[config.mk]
export PLATFORM = sky130hd
export DESIGN_NAME = osq_core
export DESIGN_NICKNAME = d
export VERILOG_FILES = /design/src/core/osq_pkg.sv /design/src/core/osq_core.sv
export VERILOG_INCLUDE_DIRS = /design/src /design/src/core
export SDC_FILE = /design/constraint.sdc
export NUM_CORES = 2
export LEC_CHECK = 0
export BUFFER_PORTS_ARGS = -buffer_cell sky130_fd_sc_hd__buf_2
export CAP_MARGIN = 20
export CELL_PAD_IN_SITES_DETAIL_PLACEMENT = 0
export CELL_PAD_IN_SITES_GLOBAL_PLACEMENT = 1
export CORE_MARGIN = 3
export CORE_UTILIZATION = 40
export DETAILED_ROUTE_END_ITERATION = 8
export PLACE_DENSITY = 0.68
export SKIP_LAST_GASP = 1
export SLEW_MARGIN = 0
export SYNTH_ARGS = -nofsm -noshare
export SYNTH_HDL_FRONTEND = slang
export SYNTH_HIERARCHICAL = 1
export SYNTH_SLANG_ARGS = --single-unit
[constraint.sdc]
create_clock -name i_clk -period 6.3 [get_ports i_clk]
set_clock_uncertainty 0.05 [all_clocks]
set_input_delay 1.26 -clock i_clk [delete_from_list [all_inputs] [get_ports i_clk]]
set_output_delay 1.26 -clock i_clk [all_outputs]
set_load 0.01 [all_outputs]
[src/core/osq_map.svh]
/*
  Register offsets, field positions, reset values and timing figures of
  the optical sample queue and mode control block.
  Assumes an 8-bit register space reached over the two-wire serial link.
*/
`ifndef OSQ_MAP_SVH
`define OSQ_MAP_SVH

// Register offsets
`define OSQ_OFS_STATUS 8'h00
`define OSQ_OFS_WPTR 8'h04
`define OSQ_OFS_LOST 8'h05
`define OSQ_OFS_RPTR 8'h06
`define OSQ_OFS_DATA 8'h07
`define OSQ_OFS_QCFG 8'h08
`define OSQ_OFS_CTL1 8'h09
`define OSQ_OFS_CONV 8'h0A
`define OSQ_OFS_AMP1 8'h0C
`define OSQ_OFS_AMP2 8'h0D
`define OSQ_OFS_AMP3 8'h0E
`define OSQ_OFS_AMP4 8'h0F
`define OSQ_OFS_RANGE 8'h11
`define OSQ_OFS_PILOT 8'h12
`define OSQ_OFS_SEQ1 8'h13
`define OSQ_OFS_SEQ2 8'h14

// Field positions
`define OSQ_BIT_SHUTDOWN 7
`define OSQ_BIT_SWRESET 6
`define OSQ_BIT_AMBDET 2
`define OSQ_BIT_ROLLOVER 4
`define OSQ_BIT_AFULL 7
`define OSQ_BIT_NEWSMP 6
`define OSQ_BIT_PWRRDY 0
`define OSQ_CTL1_WMASK 8'hDF

// Reset values
`define OSQ_RST_QCFG 8'h0F
`define OSQ_RST_ZERO 8'h00

// Queue geometry
`define OSQ_QUEUE_DEPTH 6'h20
`define OSQ_LOST_MAX 5'h1F

// Timing: clock rate and the finest sample-rate step
`define OSQ_CLK_HZ 250000000
`define OSQ_BASE_RATE_HZ 16000

// Serial link address; arbitrary value
`define OSQ_DEV_ADDR 7'h2A

`endif

[src/core/osq_pkg.sv]
/*
  Types of the optical sample queue and mode control block.
  Assumes osq_map.svh for numeric constants.
*/
package osq_pkg;

  typedef enum logic [2:0] {
    I_IDLE, I_ADDR, I_REG, I_WDATA, I_RDATA, I_ACK, I_MACK
  } osq_link_state_type;

  typedef enum logic [1:0] {S_WAIT, S_CONV, S_EMIT} osq_smp_state_type;

  // Conversion request to the analog front end
  typedef struct packed {
    logic start;
    logic [3:0] led;
    logic [7:0] amplitude;
    logic [1:0] led_current_ranges;
    logic [1:0] adc_range;
    logic [1:0] pulse_width;
    logic amb_cancel_en;
    logic filter_en;
  } osq_conv_type;

  typedef struct packed {
    logic [2:0] scl_s;
    logic [2:0] sda_s;
    logic scl_f;
    logic sda_f;
    osq_link_state_type st;
    osq_link_state_type after;
    logic [3:0] cnt;
    logic [7:0] sh;
    logic [7:0] tx;
    logic [7:0] ptr;
    logic sda_low;
  } osq_link_type;

  typedef struct packed {
    logic [7:0] qcfg;
    logic [7:0] ctl1;
    logic [7:0] conv;
    logic [3:0][7:0] amp;
    logic [7:0] rng;
    logic [7:0] pilot;
    logic [1:0][7:0] seq;
  } osq_regs_type;

  typedef struct packed {
    osq_link_type link;
    osq_regs_type regs;
    logic [4:0] wr;
    logic [4:0] rd;
    logic full;
    logic [4:0] lost;
    logic a_full;
    logic new_smp;
    logic power_ready_flag;
    logic [1:0] q_el;
    logic [1:0] q_part;
    logic [1:0] w_el;
    osq_smp_state_type sst;
    logic [1:0] el;
    logic [4:0] avg_cnt;
    logic [23:0] tick;
    logic [3:0][23:0] acc;
    osq_conv_type conv;
  } osq_state_type;

endpackage

[src/core/osq_core.sv]
/*
  Optical sample queue, averaging sequencer and mode control, with the
  serial register link and a staging FIFO between averager and queue.
  Assumes SCL/SDA come from pins, the analog front end answers each
  conversion request on this clock, and proximity events are pulses.
*/
`include "osq_map.svh"
`timescale 1ns/100ps
`default_nettype none

module osq_stage_fifo #(
  parameter int unsigned P_WIDTH = 20,
  parameter int unsigned P_DEPTH = 16
) (
  input wire logic i_clk,
  input wire logic i_rst,
  input wire logic i_flush,
  input wire logic i_in_valid,
  output logic o_in_ready,
  input wire logic [P_WIDTH-1:0] i_in_data,
  output logic o_out_valid,
  input wire logic i_out_ready,
  output logic [P_WIDTH-1:0] o_out_data
);
  localparam int unsigned AW = $clog2(P_DEPTH);
  logic [P_WIDTH-1:0] mem [0:P_DEPTH-1];
  logic [AW-1:0] wp;
  logic [AW-1:0] rp;
  logic [AW:0] count;
  logic push;
  logic pop;

  // Handshakes from the fill count
  assign o_in_ready = count != (AW+1)'(P_DEPTH);
  assign o_out_valid = count != '0;
  assign o_out_data = mem[rp];
  assign push = i_in_valid && o_in_ready;
  assign pop = o_out_valid && i_out_ready;

  // Pointers and count
  always_ff @(posedge i_clk) begin
    if (i_rst || i_flush) begin
      wp <= '0;
      rp <= '0;
      count <= '0;
    end else begin
      if (push) wp <= AW'(wp + 1'b1);
      if (pop) rp <= AW'(rp + 1'b1);
      count <= (AW+1)'(count + push - pop);
    end
  end

  // Storage
  always_ff @(posedge i_clk) begin
    if (push) mem[wp] <= i_in_data;
  end
endmodule

module osq_core import osq_pkg::*; #(
  parameter int unsigned P_BASE_CYCLES = `OSQ_CLK_HZ / `OSQ_BASE_RATE_HZ,
  parameter logic [6:0] P_DEV_ADDR = `OSQ_DEV_ADDR
) (
  input wire logic i_clk,
  input wire logic i_rst,
  input wire logic i_scl,
  input wire logic i_sda,
  output logic o_sda_out,
  output logic o_sda_oe_n,
  input wire logic i_conv_done,
  input wire logic [18:0] i_conv_data,
  input wire logic i_prox_mode,
  input wire logic i_proximity_detected_interrupt,
  output osq_conv_type o_conv,
  output logic o_osc_enable
);
  // Element code for slot i, 0 when off or reserved
  function automatic logic [3:0] led_of(input logic [1:0] mode,
      input logic [1:0][7:0] seq, input logic [1:0] i);
    logic [3:0] c;
    c = 4'h0;
    unique case (mode)
      2'b00: c = 4'h0;
      2'b01: c = (i == 2'h0) ? 4'h1 : 4'h0;
      2'b10: c = (i == 2'h0) ? 4'h1 : ((i == 2'h1) ? 4'h2 : 4'h0);
      2'b11: c = i[0] ? seq[i[1]][7:4] : seq[i[1]][3:0];
    endcase
    if (c > 4'h8) c = 4'h0;
    return c;
  endfunction

  // Number of leading active slots
  function automatic logic [2:0] elem_count(input logic [1:0] mode,
      input logic [1:0][7:0] seq);
    logic [2:0] n;
    logic stop;
    n = 3'h0;
    stop = 1'b0;
    for (int i = 0; i < 4; i++) begin
      if (!stop && led_of(mode, seq, 2'(i)) != 4'h0) n = 3'(n + 3'h1);
      else stop = 1'b1;
    end
    return n;
  endfunction

  // Conversion request for one element
  function automatic osq_conv_type conv_for(input osq_regs_type g,
      input logic [1:0] i);
    osq_conv_type c;
    logic [1:0] idx;
    c.led = led_of(g.ctl1[1:0], g.seq, i);
    idx = 2'(c.led - 4'h1);
    c.start = 1'b1;
    c.amplitude = (c.led > 4'h4) ? g.pilot : g.amp[idx];
    c.led_current_ranges = g.rng[idx*2 +: 2];
    c.adc_range = g.conv[6:5];
    c.pulse_width = g.conv[1:0];
    c.amb_cancel_en = !g.ctl1[`OSQ_BIT_AMBDET];
    c.filter_en = !g.ctl1[`OSQ_BIT_AMBDET];
    return c;
  endfunction

  // Tick multiple of the base step per rate code
  function automatic logic [8:0] rate_mult(input logic [2:0] sr);
    logic [8:0] m;
    unique case (sr)
      3'h0: m = 9'h140; // 50 sps
      3'h1: m = 9'h0A0; // 100
      3'h2: m = 9'h050; // 200
      3'h3: m = 9'h028; // 400
      3'h4: m = 9'h014; // 800
      3'h5: m = 9'h010; // 1000
      3'h6: m = 9'h00A; // 1600
      3'h7: m = 9'h005; // 3200
    endcase
    return m;
  endfunction

  function automatic osq_state_type reset_state();
    osq_state_type s;
    s = '0;
    s.regs.qcfg = `OSQ_RST_QCFG;
    s.power_ready_flag = 1'b1;
    s.link.scl_s = 3'h7;
    s.link.sda_s = 3'h7;
    s.link.scl_f = 1'b1;
    s.link.sda_f = 1'b1;
    s.link.st = I_IDLE;
    s.link.after = I_IDLE;
    s.sst = S_WAIT;
    s.conv.amb_cancel_en = 1'b1;
    s.conv.filter_en = 1'b1;
    return s;
  endfunction

  localparam osq_state_type RST_STATE = reset_state();

  osq_state_type r;
  osq_state_type next_r;
  osq_link_type keep_link;
  logic keep_pwr;
  logic [18:0] mem [0:31][0:3];
  logic scl_new, sda_new, scl_rise, scl_fall, start_c, stop_c;
  logic [2:0] n_el;
  logic [2:0] avg_sh;
  logic active, ro_eff, empty, fire;
  logic [23:0] period;
  logic [23:0] shifted;
  logic st_in_valid, st_in_ready, st_out_valid, st_out_ready;
  logic [19:0] st_in_data, st_out_data;
  logic take, mem_we;
  logic [18:0] el_word;
  logic [7:0] rd_byte;
  logic [5:0] fill;

  // Filtered pins: a change counts when second and third stages agree
  assign scl_new = (r.link.scl_s[1] == r.link.scl_s[2]) ?
      r.link.scl_s[2] : r.link.scl_f;
  assign sda_new = (r.link.sda_s[1] == r.link.sda_s[2]) ?
      r.link.sda_s[2] : r.link.sda_f;
  assign scl_rise = scl_new && !r.link.scl_f;
  assign scl_fall = !scl_new && r.link.scl_f;
  assign start_c = r.link.scl_f && scl_new && r.link.sda_f && !sda_new;
  assign stop_c = r.link.scl_f && scl_new && !r.link.sda_f && sda_new;

  // Derived configuration
  assign n_el = elem_count(r.regs.ctl1[1:0], r.regs.seq);
  assign avg_sh = (r.regs.qcfg[7:5] > 3'h5) ? 3'h5 : r.regs.qcfg[7:5];
  assign active = !r.regs.ctl1[`OSQ_BIT_SHUTDOWN] && n_el != 3'h0;
  assign period = 24'(P_BASE_CYCLES * rate_mult(r.regs.conv[4:2]));
  assign fire = active && r.tick >= 24'(period - 24'h1);
  assign ro_eff = r.regs.qcfg[`OSQ_BIT_ROLLOVER] || i_prox_mode;
  assign empty = (r.wr == r.rd) && !r.full;

  // Staging path: per-element averages, result = sum >> log2(count)
  assign shifted = r.acc[r.el] >> avg_sh;
  assign st_in_valid = r.sst == S_EMIT;
  assign st_in_data = {({1'b0, r.el} == 3'(n_el - 3'h1)), shifted[18:0]};
  assign st_out_ready = r.link.st != I_RDATA;
  assign take = st_out_valid && st_out_ready;
  assign mem_we = take && !(r.full && !ro_eff);

  // Fill level and data byte under the read pointer
  assign fill = r.full ? `OSQ_QUEUE_DEPTH : {1'b0, 5'(r.wr - r.rd)};
  assign el_word = mem[r.rd][r.q_el];

  osq_stage_fifo #(.P_WIDTH(20), .P_DEPTH(16)) u_stage (
    .i_clk(i_clk),
    .i_rst(i_rst),
    .i_flush(r.regs.ctl1[`OSQ_BIT_SWRESET]),
    .i_in_valid(st_in_valid),
    .o_in_ready(st_in_ready),
    .i_in_data(st_in_data),
    .o_out_valid(st_out_valid),
    .i_out_ready(st_out_ready),
    .o_out_data(st_out_data)
  );

  // Register read decode
  always_comb begin
    rd_byte = 8'h00;
    unique case (r.link.ptr)
      `OSQ_OFS_STATUS: rd_byte = {r.a_full, r.new_smp, 5'h00, r.power_ready_flag};
      `OSQ_OFS_WPTR: rd_byte = {3'h0, r.wr};
      `OSQ_OFS_LOST: rd_byte = {3'h0, r.lost};
      `OSQ_OFS_RPTR: rd_byte = {3'h0, r.rd};
      `OSQ_OFS_DATA: begin
        if (empty) rd_byte = 8'h00;
        else if (r.q_part == 2'h0) rd_byte = {5'h00, el_word[18:16]};
        else if (r.q_part == 2'h1) rd_byte = el_word[15:8];
        else rd_byte = el_word[7:0];
      end
      `OSQ_OFS_QCFG: rd_byte = r.regs.qcfg;
      `OSQ_OFS_CTL1: rd_byte = r.regs.ctl1;
      `OSQ_OFS_CONV: rd_byte = r.regs.conv;
      `OSQ_OFS_AMP1: rd_byte = r.regs.amp[0];
      `OSQ_OFS_AMP2: rd_byte = r.regs.amp[1];
      `OSQ_OFS_AMP3: rd_byte = r.regs.amp[2];
      `OSQ_OFS_AMP4: rd_byte = r.regs.amp[3];
      `OSQ_OFS_RANGE: rd_byte = r.regs.rng;
      `OSQ_OFS_PILOT: rd_byte = r.regs.pilot;
      `OSQ_OFS_SEQ1: rd_byte = r.regs.seq[0];
      `OSQ_OFS_SEQ2: rd_byte = r.regs.seq[1];
      default: rd_byte = 8'h00;
    endcase
  end

  // Next state: link, registers, queue and sequencer
  always_comb begin
    next_r = r;
    next_r.conv.start = 1'b0;
    next_r.link.scl_s = {r.link.scl_s[1:0], i_scl};
    next_r.link.sda_s = {r.link.sda_s[1:0], i_sda};
    next_r.link.scl_f = scl_new;
    next_r.link.sda_f = sda_new;

    // Serial link: bits in on rising SCL, driven on falling SCL
    if (start_c) begin
      next_r.link.st = I_ADDR;
      next_r.link.cnt = 4'h0;
      next_r.link.sda_low = 1'b0;
    end else if (stop_c) begin
      next_r.link.st = I_IDLE;
      next_r.link.sda_low = 1'b0;
    end else if (scl_rise) begin
      if (r.link.st == I_MACK && r.link.sda_f) next_r.link.after = I_IDLE;
      else if (r.link.st == I_MACK) next_r.link.after = I_RDATA;
      else if (r.link.st != I_IDLE && r.link.st != I_ACK) begin
        next_r.link.sh = {r.link.sh[6:0], r.link.sda_f};
        next_r.link.cnt = 4'(r.link.cnt + 4'h1);
      end
    end else if (scl_fall) begin
      unique case (r.link.st)
        I_IDLE: next_r.link.sda_low = 1'b0;
        I_ADDR: if (r.link.cnt == 4'h8) begin
          if (r.link.sh[7:1] == P_DEV_ADDR) begin
            next_r.link.st = I_ACK;
            next_r.link.sda_low = 1'b1;
            next_r.link.after = r.link.sh[0] ? I_RDATA : I_REG;
          end else next_r.link.st = I_IDLE;
        end
        I_REG: if (r.link.cnt == 4'h8) begin
          next_r.link.ptr = r.link.sh;
          next_r.link.st = I_ACK;
          next_r.link.sda_low = 1'b1;
          next_r.link.after = I_WDATA;
        end
        I_WDATA: if (r.link.cnt == 4'h8) begin
          next_r.link.st = I_ACK;
          next_r.link.sda_low = 1'b1;
          next_r.link.after = I_WDATA;
          if (r.link.ptr != `OSQ_OFS_DATA)
            next_r.link.ptr = 8'(r.link.ptr + 8'h01);
          unique case (r.link.ptr)
            `OSQ_OFS_RPTR: begin
              next_r.rd = r.link.sh[4:0];
              next_r.full = 1'b0;
              next_r.q_el = 2'h0;
              next_r.q_part = 2'h0;
            end
            `OSQ_OFS_QCFG: next_r.regs.qcfg = r.link.sh;
            `OSQ_OFS_CTL1:
              next_r.regs.ctl1 = r.link.sh & `OSQ_CTL1_WMASK;
            `OSQ_OFS_CONV: next_r.regs.conv = r.link.sh;
            `OSQ_OFS_AMP1: next_r.regs.amp[0] = r.link.sh;
            `OSQ_OFS_AMP2: next_r.regs.amp[1] = r.link.sh;
            `OSQ_OFS_AMP3: next_r.regs.amp[2] = r.link.sh;
            `OSQ_OFS_AMP4: next_r.regs.amp[3] = r.link.sh;
            `OSQ_OFS_RANGE: next_r.regs.rng = r.link.sh;
            `OSQ_OFS_PILOT: next_r.regs.pilot = r.link.sh;
            `OSQ_OFS_SEQ1: next_r.regs.seq[0] = r.link.sh;
            `OSQ_OFS_SEQ2: next_r.regs.seq[1] = r.link.sh;
            default: next_r.regs = r.regs;
          endcase
        end
        I_RDATA: begin
          if (r.link.cnt == 4'h8) begin
            next_r.link.st = I_MACK;
            next_r.link.sda_low = 1'b0;
          end else begin
            next_r.link.tx = {r.link.tx[6:0], 1'b0};
            next_r.link.sda_low = !r.link.tx[6];
          end
        end
        I_ACK, I_MACK: begin
          next_r.link.cnt = 4'h0;
          next_r.link.sda_low = 1'b0;
          next_r.link.st = r.link.after;
          if (r.link.after == I_RDATA) begin
            // Load a byte and apply the read's side effects
            next_r.link.tx = rd_byte;
            next_r.link.sda_low = !rd_byte[7];
            if (r.link.ptr != `OSQ_OFS_DATA)
              next_r.link.ptr = 8'(r.link.ptr + 8'h01);
            if (r.link.ptr == `OSQ_OFS_STATUS) begin
              next_r.a_full = 1'b0;
              next_r.new_smp = 1'b0;
              next_r.power_ready_flag = 1'b0;
            end
            if (r.link.ptr == `OSQ_OFS_DATA && !empty) begin
              next_r.q_part = 2'(r.q_part + 2'h1);
              if (r.q_part == 2'h2) begin
                next_r.q_part = 2'h0;
                next_r.q_el = 2'(r.q_el + 2'h1);
                if ({1'b0, r.q_el} >= 3'(n_el - 3'h1)) begin
                  next_r.q_el = 2'h0;
                  next_r.rd = 5'(r.rd + 5'h01);
                  next_r.full = 1'b0;
                  next_r.lost = 5'h00;
                  next_r.new_smp = 1'b0;
                end
              end
            end
          end
        end
        default: next_r.link.st = I_IDLE;
      endcase
    end

    // Queue fill from the staging FIFO; events win over host clears
    if (take) begin
      next_r.w_el = 2'(r.w_el + 2'h1);
      if (st_out_data[19]) begin
        next_r.w_el = 2'h0;
        if (!r.full) begin
          next_r.wr = 5'(r.wr + 5'h01);
          next_r.full = 5'(r.wr + 5'h01) == next_r.rd;
          next_r.new_smp = 1'b1;
          if (6'(fill + 6'h01) >= 6'(`OSQ_QUEUE_DEPTH - r.regs.qcfg[3:0]))
            next_r.a_full = 1'b1;
        end else begin
          if (ro_eff) begin
            next_r.wr = 5'(r.wr + 5'h01);
            next_r.rd = 5'(r.rd + 5'h01);
            next_r.q_el = 2'h0;
            next_r.q_part = 2'h0;
            next_r.new_smp = 1'b1;
          end
          if (r.lost != `OSQ_LOST_MAX)
            next_r.lost = 5'(r.lost + 5'h01);
        end
      end
    end

    // Proximity detection empties the queue
    if (i_proximity_detected_interrupt) begin
      next_r.rd = next_r.wr;
      next_r.full = 1'b0;
      next_r.q_el = 2'h0;
      next_r.q_part = 2'h0;
    end

    // Sample timer and averaging sequencer
    next_r.tick = (!active || fire) ? 24'h0 : 24'(r.tick + 24'h1);
    next_r.conv.amb_cancel_en = !r.regs.ctl1[`OSQ_BIT_AMBDET];
    next_r.conv.filter_en = !r.regs.ctl1[`OSQ_BIT_AMBDET];
    // Range and width follow their register even while idle
    next_r.conv.adc_range = r.regs.conv[6:5];
    next_r.conv.pulse_width = r.regs.conv[1:0];
    unique case (r.sst)
      S_WAIT: if (fire) begin
        next_r.el = 2'h0;
        next_r.conv = conv_for(r.regs, 2'h0);
        next_r.sst = S_CONV;
      end
      S_CONV: if (i_conv_done) begin
        next_r.acc[r.el] = (r.avg_cnt == 5'h00) ? 24'(i_conv_data) :
            24'(r.acc[r.el] + 24'(i_conv_data));
        if ({1'b0, r.el} >= 3'(n_el - 3'h1)) begin
          next_r.el = 2'h0;
          if (r.avg_cnt == 5'((6'h01 << avg_sh) - 6'h01)) begin
            next_r.avg_cnt = 5'h00;
            next_r.sst = S_EMIT;
          end else begin
            next_r.avg_cnt = 5'(r.avg_cnt + 5'h01);
            next_r.sst = S_WAIT;
          end
        end else begin
          next_r.el = 2'(r.el + 2'h1);
          next_r.conv = conv_for(r.regs, 2'(r.el + 2'h1));
        end
      end
      S_EMIT: if (st_in_ready) begin
        next_r.el = 2'(r.el + 2'h1);
        if (st_in_data[19]) begin
          next_r.el = 2'h0;
          next_r.sst = S_WAIT;
        end
      end
    endcase
    // A finished average still drains into staging after a stop
    if (!active) begin
      if (r.sst != S_EMIT) next_r.sst = S_WAIT;
      next_r.avg_cnt = 5'h00;
      next_r.conv.start = 1'b0;
    end

    // Shutdown holds all flags clear
    if (r.regs.ctl1[`OSQ_BIT_SHUTDOWN]) begin
      next_r.a_full = 1'b0;
      next_r.new_smp = 1'b0;
      next_r.power_ready_flag = 1'b0;
    end

    // Software reset: all but the link and power-ready return to reset
    keep_link = next_r.link;
    keep_pwr = next_r.power_ready_flag;
    if (r.regs.ctl1[`OSQ_BIT_SWRESET]) begin
      next_r = RST_STATE;
      next_r.link = keep_link;
      next_r.power_ready_flag = keep_pwr;
    end
  end

  // State register
  always_ff @(posedge i_clk) begin
    if (i_rst) r <= RST_STATE;
    else r <= next_r;
  end

  // Queue storage
  always_ff @(posedge i_clk) begin
    if (mem_we) mem[r.wr][r.w_el] <= st_out_data[18:0];
  end

  // Outputs
  assign o_sda_out = 1'b0;
  assign o_sda_oe_n = !r.link.sda_low;
  assign o_conv = r.conv;
  assign o_osc_enable = !r.regs.ctl1[`OSQ_BIT_SHUTDOWN];
endmodule

`default_nettype wire

**Yosys cells after proc, flatten, opt, wreduce, memory -nomap -nowiden**

Memories as Yosys holds them, arrays and structs flattened. A register that Yosys moved wholly into a read port is not among the register bits.
Cells that the tools add are included.

- Logic and storage cells: 420
- RAM bits: 2,752
- Bits of input ports: 26
- Bits in registers: 318
- Memories kept: 3
- Output and inout port bits: 24
- ROM bits: 72

Memories:

| name | words | bits a word | read ports | clocked after memory_dff | wr ports | RTL line | text |
|---|---|---|---|---|---|---|---|
| mem | 32 | 76 | 1 | 1 | 1 | osq_core.sv:161 | `logic [18:0] mem [0:31][0:3];` |
| u_stage.mem | 16 | 20 | 1 | 1 | 1 | osq_core.sv:26 | `logic [P_WIDTH-1:0] mem [0:P_DEPTH-1];` |
| (no name shown) | 8 | 9 | 1 | 1 | 0 | osq_core.sv:125 | `unique case (sr)` |

- Multiply operators: 1
- Magnitude comparators: 21
- Reductions and logical operators: 83
- Equality and inequality tests: 48
- Multiplexer cells: 175
- Bitwise logic cells: 6
- Add/sub/neg operators: 27
- Shift operators: 4

Operator list:

| operator | number |
|---|---|
| 105-bit two-way mux | 2 |
| 8-bit two-way mux | 24 |
| 8-bit one-hot mux with 16 select lines | 1 |
| 18-bit two-way mux | 7 |
| 4-bit two-way mux | 30 |
| 117-bit two-way mux | 1 |
| 97-bit two-way mux | 1 |
| 96-bit bitwise mux | 1 |
| 24-bit two-way mux | 4 |
| 88-bit two-way mux | 1 |
| 7-bit AND reduction | 11 |
| 76-bit two-way mux | 1 |
| 19-bit two-way mux | 3 |
| 8-bit by 4-bit equality test with 1-bit output (second input constant) | 7 |
| 3-bit two-way mux | 17 |
| 24-bit binary-select mux with 2-bit select | 1 |
| 24-bit demux with 2-bit select | 1 |
| 6-bit two-way mux | 8 |
| 21-bit two-way mux | 2 |
| 21-bit one-hot mux with 2 select lines | 1 |
| 19-bit binary-select mux with 2-bit select | 1 |
| 19-bit demux with 2-bit select | 1 |
| 12-bit two-way mux | 3 |
| 4-bit one-hot mux with 3 select lines | 3 |
| 85 further kinds | 233 |

**Logic depth before layout (Yosys ltp)**

- Word-level depth: 31
- Depth in mapped cells: 28
- Mapped depth without buffers: 27

**Hierarchy**

The synthesis kept the hierarchy.

By module, submodules not included:

| module | sequential area each (um^2) | times used | area an instance (um^2) | cells an instance |
|---|---|---|---|---|
| osq_core | 79,276.0 | 1 | 114,880.2 | 6,656 |
| osq_stage_fifo | 9,949.5 | 1 | 12,964.9 | 603 |

**Worst setup path after synthesis**

No wires, ideal clock.

- Path kind: reg2reg
- Start point: reg with a tool-made name
- End point: reg r (netlist bit o_conv[10])
- Path slack: 0.067 ns
- Path buffers: 1
- Data required time: 6.118 ns
- Setup time: 0.132 ns
- Stages on the path, launching flop included: 27
- Period minus slack after synthesis: 6.233 ns
- Arrival: 6.050 ns
- Path through: dfxtp_1 fa_1 ha_1 inv_1 fa_1 inv_1 fa_1 inv_1 fa_1 inv_1 ha_1 nand3_1 nand2_1 a41oi_1 a21boi_0 o41ai_1 xor2_1 ha_1 a21o_1 a21o_1 a211oi_1 o21ai_0 o31ai_2 a21oi_1 clkbuf_1 o21ai_0 a21oi_1

RTL lines:

| element | RTL line | text |
|---|---|---|
| end signal, assigned | osq_core.sv:457 | `else r <= next_r;` |
| end, declared | osq_core.sv:157 | `osq_state_type r;` |

==> metrics.cfg <==
[status]
status = complete, no violations

[critical_path]
crit_family = adder cells
max_stage_delay_ps = 520
required_ps = 7010
slowest_stage = fa_1
crit_path_max_fanout = 6
cp.depth = 28
critical_path_class = reg -> reg
cp-end-kind = flip-flop
cp_num_buf_inv = 7
cp.arrival_ps = 6860
startpoint_type = flip-flop
reg2regPathDepth = 28

[global_route]
first_global_vias = 70917
grt_max_degree = 134
gr-usage-all-layers_pct = 21.8
grt-ovfl-total = 0
antenna_found_initial = 16
grt_first_pass_wirelength_mm = 516

[route]
drt_first_pass_iters = 8
via_per_inst = 5.95
wl_mm = 359
drcViolationCount = 0
vias = 71266
drtIter0Drc = 8247
wl_per_cell_um = 30.0
drtAntennaViolNets = 0

[floorplan]
rows = 206
start_util_pct = 40.4
dieWidth_um = 571
pin_count = 50
die_y_um = 571
coreArea_um2 = 317000
dieArea_um2 = 326000

[clock_network]
clock-sinks = 3081
ctsHoldBuffers = 0
cts_tree = yes
clock_latency_ps = 900
clk_root_buffer_cell = clkbuf_16
max-clock-path-buffers = 4
cts_buffers = 321
cts.htree.levels = 5
clk_pin_slew_ps = 60

[power]
internal-power_mw = 37.0
irDropWorstVdd_mv = 0.365
combPwrFrac_pct = 12.3
total_power_mw = 49.7
leakagePower_nw = 46.0
p_sw_mw = 12.7
clkPwrFrac_pct = 37.0
seqPwrFrac_pct = 50.7
cellPowerDensity_nw_per_um2 = 342
sw_frac_of_total_pct = 25.5

[placed_design]
dp_worst_setup_slack_ps = -700
placed_cells = 11393
gp_congestion = 0.909
hpwlAfterDp_mm = 222
portBuffers = 48
placed_area_um2 = 135000

[cells_and_area]
final_cell_mix = 2752 x edfxtp_1, 681 x mux4_2, 364 x nor2_1
fin_cells = 11983
final_area_um2 = 145000
drive_gt1_share_pct = 23.6
area_growth_pct = 13.5
final_common_cell = edfxtp_1
fillers = 26792
finish.utilization_pct = 45.9
nNetsFinal = 7817

[synth]
synth_nets = 7502
synth_async_sr_flop_share_pct = 0
ys_ff_latch = 3081
synth_top_flop_cell = edfxtp_1
yosysWarningCount = 6
syn_area_per_cell_um2 = 17.6
synth_cell_type_count = 96
synth_edf_count = 2752
syn_inst = 7259
syn-cell-area_um2 = 128000
yosysSeqAreaShare_pct = 69.8

[job]
maxCapViolCount = 0

[sta]
slew_violations = 0
finalHoldViolations = 0
fmax_mhz = 163
setup_tns_ps = 0
min_period_ps = 6150
worst_pin_slew_ps = 1200
rsz0062_at_grt = yes
slew_headroom_pct = 19.7
whs_ps = 372
min_period_over_period_pct = 97.7
setup_viol = 0
setup_slack_ps = 146

[worst_hold_path]
whs_path_depth = 1
worstHoldPathType = reg -> reg

layer usage:
metal / up-vias / share of wire, % / track usage (%)
met3: 591 / 8.8 / 4.31
met4: 8 / 2.8 / 5.64
met2: 3294 / 47 / 34.6
met5: - / 0.074 / 0.485
met1: 37477 / 41 / 30.6
li1: 29896 / - / -
power groups by stage:
stage          logic, mW  registers (mW)  clock network (mW)
5_1_grt             6.46            25.2                19.5
4_1_cts             6.10            25.2                18.7
3_5_place_dp        6.10            25.6                   0
2_1_floorplan       3.42            25.8                   0
6_report            6.10            25.2                18.4
3_3_place_gp        5.86            25.6                   0
path summary, 6_finish.rpt:
path,startpoint,to,slack (ps)
max,flip-flop,o_conv[9]$_SDFFE_PP0P_,150
min,keep_link[38]$_SDFF_PP1_,keep_link[39]$_SDFF_PP1_,370
max reg2reg,flip-flop,o_conv[9]$_SDFFE_PP0P_,150
min reg2reg,keep_link[38]$_SDFF_PP1_,keep_link[39]$_SDFF_PP1_,370
timing repair:
action | 4_1_cts | 5_1_grt
cloned | 0 | 2
hold endpoints to repair | 0 | 0
setup buffers | 1 | 5
pin swaps | 8 | 13
gates resized for setup | 20 | 27
setup endpoints to repair | 42 | 42
area by class of cell:
cell class	instances	area (um2)	area share (%)
Timing Repair Buffer	427	3450	2.38
Tap cell	4160	5200	3.59
Inverter	145	552	0.380
Clock inverter	162	1380	0.950
Clock buffer	404	8640	5.95
Antenna cell	6	15.0	0.0103
Multi-Input combinational cell	3598	36700	25.3
Sequential cell	3081	89300	61.5
cell usage after synthesis (34+ instances only):
master	number	area, um2
edfxtp_1	2752	82600
mux4_2	681	15300
nor2_1	500	1880
dfxtp_1	329	6590
mux2i_1	312	3120
nand2_1	292	1100
a21oi_1	237	1190
clkbuf_1	224	841
ha_1	184	2300
o21ai_0	165	826
inv_1	141	529
a22oi_1	126	946
nand3_1	86	430
nor3_1	74	370
buf_4	64	480
buf_2	62	310
o221ai_1	57	499
a211oi_1	56	420
xor2_1	51	447
xnor2_1	47	412
buf_6	46	518
o22ai_1	44	275
and3_1	42	263
and2_1	37	231
mux2_2	37	417
nor2b_1	36	225
a31oi_1	35	219
buf_1	34	128
sequential cells by signal, indices dropped and copies added (netlist names), named ones only:
register,count
r,279
keep_link,4
u_stage/mem,320
o_conv,20
u_stage/wp,4
mem,2432
u_stage/rp,4
u_stage/count,5
kinds of logic after synthesis:
| kind of cell | Yosys count | synth area share (%) |
|---|---|---|
| adders and majority gates | 218 | 2.33 |
| xor gates and xnor gates | 99 | 0.689 |
| muxes | 1053 | 15.2 |
| AOI/OAI and AO/OA | 968 | 5.10 |
| buffers and inverters | 580 | 2.27 |
| DFF | 3081 | 69.8 |
| and+or+nand+nor | 1259 | 4.59 |
| other | 1 | 0.00293 |
No activity file was read; power rests on OpenSTA's default activity.
